**config.mk**
```make
export PLATFORM = sky130hd
export DESIGN_NAME = qec_counter
export DESIGN_NICKNAME = d
export VERILOG_FILES = /design/src/verilog/qec_pkg.sv /design/src/verilog/qec_counter.sv
export VERILOG_INCLUDE_DIRS = /design/src /design/src/verilog
export SDC_FILE = /design/constraint.sdc
export NUM_CORES = 1
export LEC_CHECK = 0
export BUFFER_PORTS_ARGS = -buffer_cell sky130_fd_sc_hd__buf_4
export CAP_MARGIN = 0
export CORE_MARGIN = 2
export CORE_UTILIZATION = 45
export CTS_BUF_LIST = sky130_fd_sc_hd__clkbuf_4
export CTS_CLUSTER_DIAMETER = 60
export DETAILED_ROUTE_END_ITERATION = 12
export HOLD_SLACK_MARGIN = 0.03
export PLACE_DENSITY = 0.67
export SYNTH_ARGS = -nofsm -noshare
export SYNTH_HDL_FRONTEND = slang
export SYNTH_SLANG_ARGS = --single-unit
```
**constraint.sdc**
```tcl
create_clock -name clk_sys -period 3.8 [get_ports clk_sys]
set_input_delay 0.76 -clock clk_sys [delete_from_list [all_inputs] [get_ports clk_sys]]
set_output_delay 0.76 -clock clk_sys [all_outputs]
set_load 0.1 [all_outputs]
```
**src/verilog/qec_defines.svh**
```systemverilog
// qec_defines.svh: reset values and mode codes for the quadrature encoder counter
// assumes inclusion by bare name from the package and the counter module
`ifndef QEC_DEFINES_SVH
`define QEC_DEFINES_SVH
`define QEC_CNT_W 16
`define QEC_MAX_RESET 16'h0FFF
`define QEC_MODE_FREE 2'h0
`define QEC_MODE_FREE_CAPTURE 2'h1
`define QEC_MODE_RESET_INDEX 2'h2
`define QEC_MODE_FIRST_INDEX 2'h3
`endif

```
**src/verilog/qec_pkg.sv**
```systemverilog
// qec_pkg.sv: types shared by the quadrature encoder counter
// assumes qec_defines.svh on the include path
`include "qec_defines.svh"
package qec_pkg;
  typedef enum logic [1:0] {
    QEC_FREE = `QEC_MODE_FREE,
    QEC_FREE_CAPTURE = `QEC_MODE_FREE_CAPTURE,
    QEC_RESET_INDEX = `QEC_MODE_RESET_INDEX,
    QEC_FIRST_INDEX = `QEC_MODE_FIRST_INDEX
  } qec_mode_t;
  // raw encoder channels after polarity
  typedef struct packed {
    logic chan_a;
    logic chan_b;
    logic index;
  } qec_enc_t;
  // index init state, gray along waiting -> armed-done
  typedef enum logic [1:0] {
    QEC_WAIT_INDEX = 2'h0,
    QEC_INIT_DONE = 2'h1
  } qec_init_t;
endpackage

```
**src/verilog/qec_counter.sv**
```systemverilog
// qec_counter.sv: quadrature decoder and wrapping position counter with index handling
// assumes encoder pins arrive asynchronous to clk_sys and config ports are held static
//
// Function
// - count up when B rising edge lags A rising edge, down when reversed
// - every single-channel edge of A and B changes count by one, four per line pair; simultaneous A and B edges are dropped
// - at maximum, a forward edge loads zero
// - at zero, a reverse edge loads maximum
// - rising index edge clears counter when mode asks for it
// - free running clears only on wrap; no index or capture output
// - capture mode clears on wrap only and latches count at each index
// - reset-by-index clears on every index; no capture output
// - first-index mode clears only on first index after start
// - outputs: live count, index pulse, count captured at previous index
// - decoder runs standard quadrature, A on input 0, B on input 1
// - per-channel polarity picks rising or falling as pulse start; index polarity is ignored with direct routing
// - index routed to decoder input 2 or directly to counter slice
// - explicit slice selection only with direct index routing
`timescale 1ns/1ps
`include "qec_defines.svh"
module qec_counter #(
  parameter int CNT_W = `QEC_CNT_W
) (
  input wire logic clk_sys,
  input wire logic reset_n,
  input wire logic [2:0] enc_in,
  input wire logic [2:0] enc_invert,
  input wire logic [CNT_W-1:0] max_count,
  input wire qec_pkg::qec_mode_t mode,
  input wire logic index_direct,
  input wire logic slice_sel_req,
  output logic [CNT_W-1:0] count_reg,
  output logic index_pulse_reg,
  output logic [CNT_W-1:0] index_latched_count_reg,
  output logic slice_sel_ok_reg
);
  logic [2:0] sync1_reg;
  logic [2:0] sync2_reg;
  qec_pkg::qec_enc_t enc_reg;
  qec_pkg::qec_enc_t enc_next;
  qec_pkg::qec_init_t init_reg;
  logic [CNT_W-1:0] count_next;
  logic step_up;
  logic step_dn;
  logic index_rise;
  logic index_clear;

  // two-stage synchroniser; first stage feeds only the second
  always_ff @(posedge clk_sys) begin
    if (!reset_n) begin
      sync1_reg <= 3'h0;
      sync2_reg <= 3'h0;
    end else begin
      sync1_reg <= enc_in;
      sync2_reg <= sync1_reg;
    end
  end

  // polarity: falling-edge start simply inverts the channel
  always_comb begin
    enc_next.chan_a = sync2_reg[0] ^ enc_invert[0];
    enc_next.chan_b = sync2_reg[1] ^ enc_invert[1];
    // direct routing bypasses decoder polarity, slice sees raw rising edge
    enc_next.index = index_direct ? sync2_reg[2] : (sync2_reg[2] ^ enc_invert[2]);
  end

  always_ff @(posedge clk_sys) begin
    if (!reset_n) begin
      enc_reg <= '0;
    end else begin
      enc_next_hold: enc_reg <= enc_next;
    end
  end

  // x1 = a^b; a change of exactly one channel gives direction
  always_comb begin
    logic a_chg;
    logic b_chg;
    a_chg = enc_next.chan_a ^ enc_reg.chan_a;
    b_chg = enc_next.chan_b ^ enc_reg.chan_b;
    // both changing at once is an illegal jump, dropped
    // forward order ab: 00, 10, 11, 01; new a differs from old b on every forward step
    step_up = (a_chg ^ b_chg) & (enc_next.chan_a ^ enc_reg.chan_b) & ~(a_chg & b_chg);
    step_dn = (a_chg ^ b_chg) & ~(enc_next.chan_a ^ enc_reg.chan_b) & ~(a_chg & b_chg);
    index_rise = enc_next.index & ~enc_reg.index;
  end

  always_comb begin
    case (mode)
      qec_pkg::QEC_RESET_INDEX: index_clear = index_rise;
      qec_pkg::QEC_FIRST_INDEX: index_clear = index_rise && init_reg == qec_pkg::QEC_WAIT_INDEX;
      default: index_clear = 1'b0;
    endcase
  end

  always_ff @(posedge clk_sys) begin
    if (!reset_n) begin
      init_reg <= qec_pkg::QEC_WAIT_INDEX;
    end else begin
      case (init_reg)
        qec_pkg::QEC_WAIT_INDEX: if (index_clear) init_reg <= qec_pkg::QEC_INIT_DONE;
        qec_pkg::QEC_INIT_DONE: init_reg <= qec_pkg::QEC_INIT_DONE;
        default: init_reg <= qec_pkg::QEC_WAIT_INDEX;
      endcase
    end
  end

  // index clear has priority over a same-cycle step
  always_comb begin
    count_next = count_reg;
    if (index_clear) begin
      count_next = '0;
    end else if (step_up) begin
      count_next = (count_reg >= max_count) ? '0 : count_reg + 1'b1;
    end else if (step_dn) begin
      count_next = (count_reg == '0) ? max_count : count_reg - 1'b1;
    end
  end

  always_ff @(posedge clk_sys) begin
    if (!reset_n) begin
      count_reg <= '0;
    end else begin
      count_reg <= count_next;
    end
  end

  // index pulse exists in every mode except plain free running
  always_ff @(posedge clk_sys) begin
    if (!reset_n) begin
      index_pulse_reg <= 1'b0;
    end else begin
      index_pulse_reg <= index_rise && mode != qec_pkg::QEC_FREE;
    end
  end

  // capture holds the count just before the index edge
  always_ff @(posedge clk_sys) begin
    if (!reset_n) begin
      index_latched_count_reg <= '0;
    end else if (mode != qec_pkg::QEC_FREE_CAPTURE) begin
      index_latched_count_reg <= '0;
    end else if (index_rise) begin
      index_latched_count_reg <= count_reg;
    end
  end

  always_ff @(posedge clk_sys) begin
    if (!reset_n) begin
      slice_sel_ok_reg <= 1'b0;
    end else begin
      slice_sel_ok_reg <= slice_sel_req & index_direct;
    end
  end
endmodule

```
==> impl_metrics.yaml <==
drt:
  vias: 2967
  viasPerCell: 5.994
  first_pass_iters: 5
  dr.first_iter.drc_count: 255
  routedWlPerCell_um: 17.26
  ant_nets: 0
  drc: 0
  wl_mm: 8.545
cts:
  ctsHoldBuffers: 0
  cts_tree: "built"
  cts-root-buf: "clkbuf_4"
  clk_pin_slew_worst_paths_ns: 0.15
  cts.repair.resized: 0
  cts_buffers: 5
  cts_sinks: 44
  cts.htree.levels: 2
  clock_latency_ns: 0.38
  post_cts_buffers: 0
  clock_path_buffers: 2
setup_path:
  r2r_slack_ns: 0.96
  worst-path-buf-inv: 1
  cp.required_ns: 4.10
  cp_slowest_cell: "o32a_1"
  end_kind: "flop"
  worstPathMaxFanout: 14
  startpoint_type: "primary input"
  crit_type: "in -> reg"
  arrival_ns: 3.17
  slowest_delay_ns: 0.41
  cp_top_family: "compound AO/OA/AOI/OAI gates"
  path_cells: "buf_4, xnor2_4, xnor2_1, ha_1, or3b_4, mux2i_4, o2111a_4, nand2_2, o32a_1, o32ai_1"
yosys:
  synth_flop_cell: "dfxtp_1"
  ys_async_sr_fraction_pct: 0
  synth_nets: 415
  ys.warnings.count: 0
  ys_types: 64
  synth_area_sq_um: 3055
  synth-edff-count: 0
  synthCells: 367
  synth_area_per_cell_sq_um: 8.325
  ys_seq_elements: 44
  yosysSeqAreaShare_pct: 28.83
placed_design:
  hpwlAfterDp_mm: 6.163
  routabilityCongestion: 0.9064
  dp.cells: 487
  port_buffers: 61
die:
  die_w_um: 86.40
  die_area_sq_um: 7465
  ios: 62
  core_sq_um: 6681
  start_util_pct: 45.73
  num_rows: 30
  dieHeight_um: 86.40
timing:
  finClkSkew_ns: 0.01653
  setup_violations: 0
  clock.fmax_ghz: 0.3481
  fin_tns_setup_ns: 0
  drv_slew: 0
  relSlewSlack_pct: 54.22
  period_share_pct: 75.61
  worst_pin_slew_ns: 0.6841
  hold_violations: 0
  fin_crit_ns: 2.873
  rsz0062_at_grt: "false"
pwr:
  powerDensity_nw_per_um2: 829.2
  p_leak_nw: 1.524
  ir_drop_mv: 0.3345
flow_run:
  maxCapViolCount: 0
final_layout:
  n_antenna_cell: 0
  syn2layout_area_growth_pct: 17.77
  stdcell_count: 495
  nets: 462
  layout-drive-gt1-share_pct: 22.65
global_routing:
  grt_max_degree: 38
  antenna_found_initial: 0
  grt_pass1_vias: 2694
  overflow: 0
  track_usage_pct: 23.02
  grt_pass1_wl_mm: 13.62
status:
  status: "complete, no violations"
min_path:
  worstHoldPathType: "reg -> reg"
-- synthesized netlist by cell type (3+ instances only) --
library cell | instances | area (sq um)
a21oi_1 | 13 | 65.06
nor3_1 | 9 | 45.04
a31oi_1 | 7 | 43.79
nor2_1 | 36 | 135.1
xor2_1 | 4 | 35.03
ha_1 | 20 | 250.2
nor2b_1 | 7 | 43.79
nand2b_1 | 4 | 25.02
inv_1 | 23 | 86.33
o31a_1 | 8 | 70.07
clkbuf_1 | 10 | 37.54
nand2_1 | 28 | 105.1
o21ai_0 | 10 | 50.05
and2_1 | 6 | 37.54
nand3b_1 | 3 | 22.52
or4b_2 | 3 | 30.03
buf_2 | 13 | 65.06
and3_1 | 7 | 43.79
a21boi_1 | 3 | 22.52
nand4_1 | 11 | 68.82
mux2i_1 | 18 | 180.2
a211oi_1 | 3 | 22.52
o32a_1 | 3 | 30.03
a22oi_1 | 3 | 22.52
nand3_1 | 13 | 65.06
dfxtp_1 | 44 | 880.8
o22ai_1 | 5 | 31.28
xnor2_1 | 7 | 61.31
-- power by group --
part           internal (mW)  switching (mW)
clock network          0.138           0.171
registers              0.530           0.186
logic                  0.667            1.29
-- layout make-up --
type	count	area, sq um
repair buffers	66	495.5
multi-input cells	274	1956
clock buffers	5	37.54
well taps	80	100.1
fillers	656	3083
inverters	23	86.33
clock inverters	3	42.54
flip-flops and latches	44	880.8
-- cell families after synthesis --
logic type | count (synthesis) | synth area share [%]
AOI/OAI and AO/OA | 77 | 18.84
xor gates and xnor gates | 12 | 4.054
adders and majority gates | 20 | 8.190
buffers and inverters | 49 | 7.166
DFF | 44 | 28.83
muxes | 19 | 6.634
and+or+nand+nor | 146 | 26.29
-- through the flow --
stage | hold WS [ns] | power [mW] | setup WS (ns) | area, sq um | util (%)
after floorplan | 0.4119 | 2.253 | 0.7851 | 3055 | -
after global placement | 0.4168 | 2.629 | 0.6519 | 3518 | 52.66
after detailed placement | 0.4321 | 2.641 | 0.5566 | 3518 | 52.66
after CTS | 0.4559 | 2.949 | 0.9345 | 3598 | 53.86
after global routing | 0.4682 | 3.160 | 0.7963 | 3598 | 53.86
final | 0.4512 | 2.984 | 0.9270 | 3598 | 53.86
-- path summary, 6_finish.rpt --
kind,start,end,cells after the start
setup / recovery,enc_invert[0],count_reg[13],10
hold / removal,enc_reg[0],index_pulse_reg,1
setup reg to reg,count_reg[0],count_reg[13],8
hold reg to reg,enc_reg[0],index_pulse_reg,1
-- metal layers --
layer  part of all wire, %  vias up  global-route usage, %
met4                   2.5        0                  7.813
li1                      -     1416                      -
met1                    45     1379                  32.16
met2                    45      152                  35.73
met3                   7.4       20                  4.286
met5                     0        -                      0
-- placed cells by master (no fill, tap or decap), types with 2 or more instances in the layout --
cell / synthesis / routed
a211oi_1: 3 / 3
a21boi_1: 3 / 3
a21oi_1: 13 / 13
a22oi_1: 3 / 3
a31oi_1: 7 / 7
and2_1: 6 / 6
and3_1: 7 / 7
buf_4: 1 / 66
clkbuf_4: 0 / 5
dfxtp_1: 44 / 44
ha_1: 20 / 20
inv_1: 23 / 23
mux2i_1: 18 / 18
nand2_1: 28 / 28
nand2b_1: 4 / 4
nand3_1: 13 / 13
nand3b_1: 3 / 3
nand4_1: 11 / 11
nor2_1: 36 / 36
nor2_2: 2 / 2
nor2b_1: 7 / 7
nor3_1: 9 / 9
nor4_1: 2 / 2
nor4_4: 2 / 2
o211ai_1: 2 / 2
o21a_1: 2 / 2
o21ai_0: 10 / 10
o22ai_1: 5 / 5
o31a_1: 8 / 8
o31ai_1: 2 / 2
o32a_1: 3 / 3
o32ai_1: 2 / 2
or2_2: 2 / 2
or3_1: 2 / 2
or4b_2: 3 / 3
xnor2_1: 7 / 7
xor2_1: 4 / 4
-- worst register-to-register path, stage by stage, from the launching register on --
cell and delay [ns]:
dfxtp_1 0.59, inv_1 0.15, ha_1 0.29, nand2b_1 0.14, a2111o_1 0.43, a32oi_2 0.35, nand2_2 0.30, o32a_1 0.42
o32ai_1 0.12
Note: power is estimated with default switching activity, not from simulation.
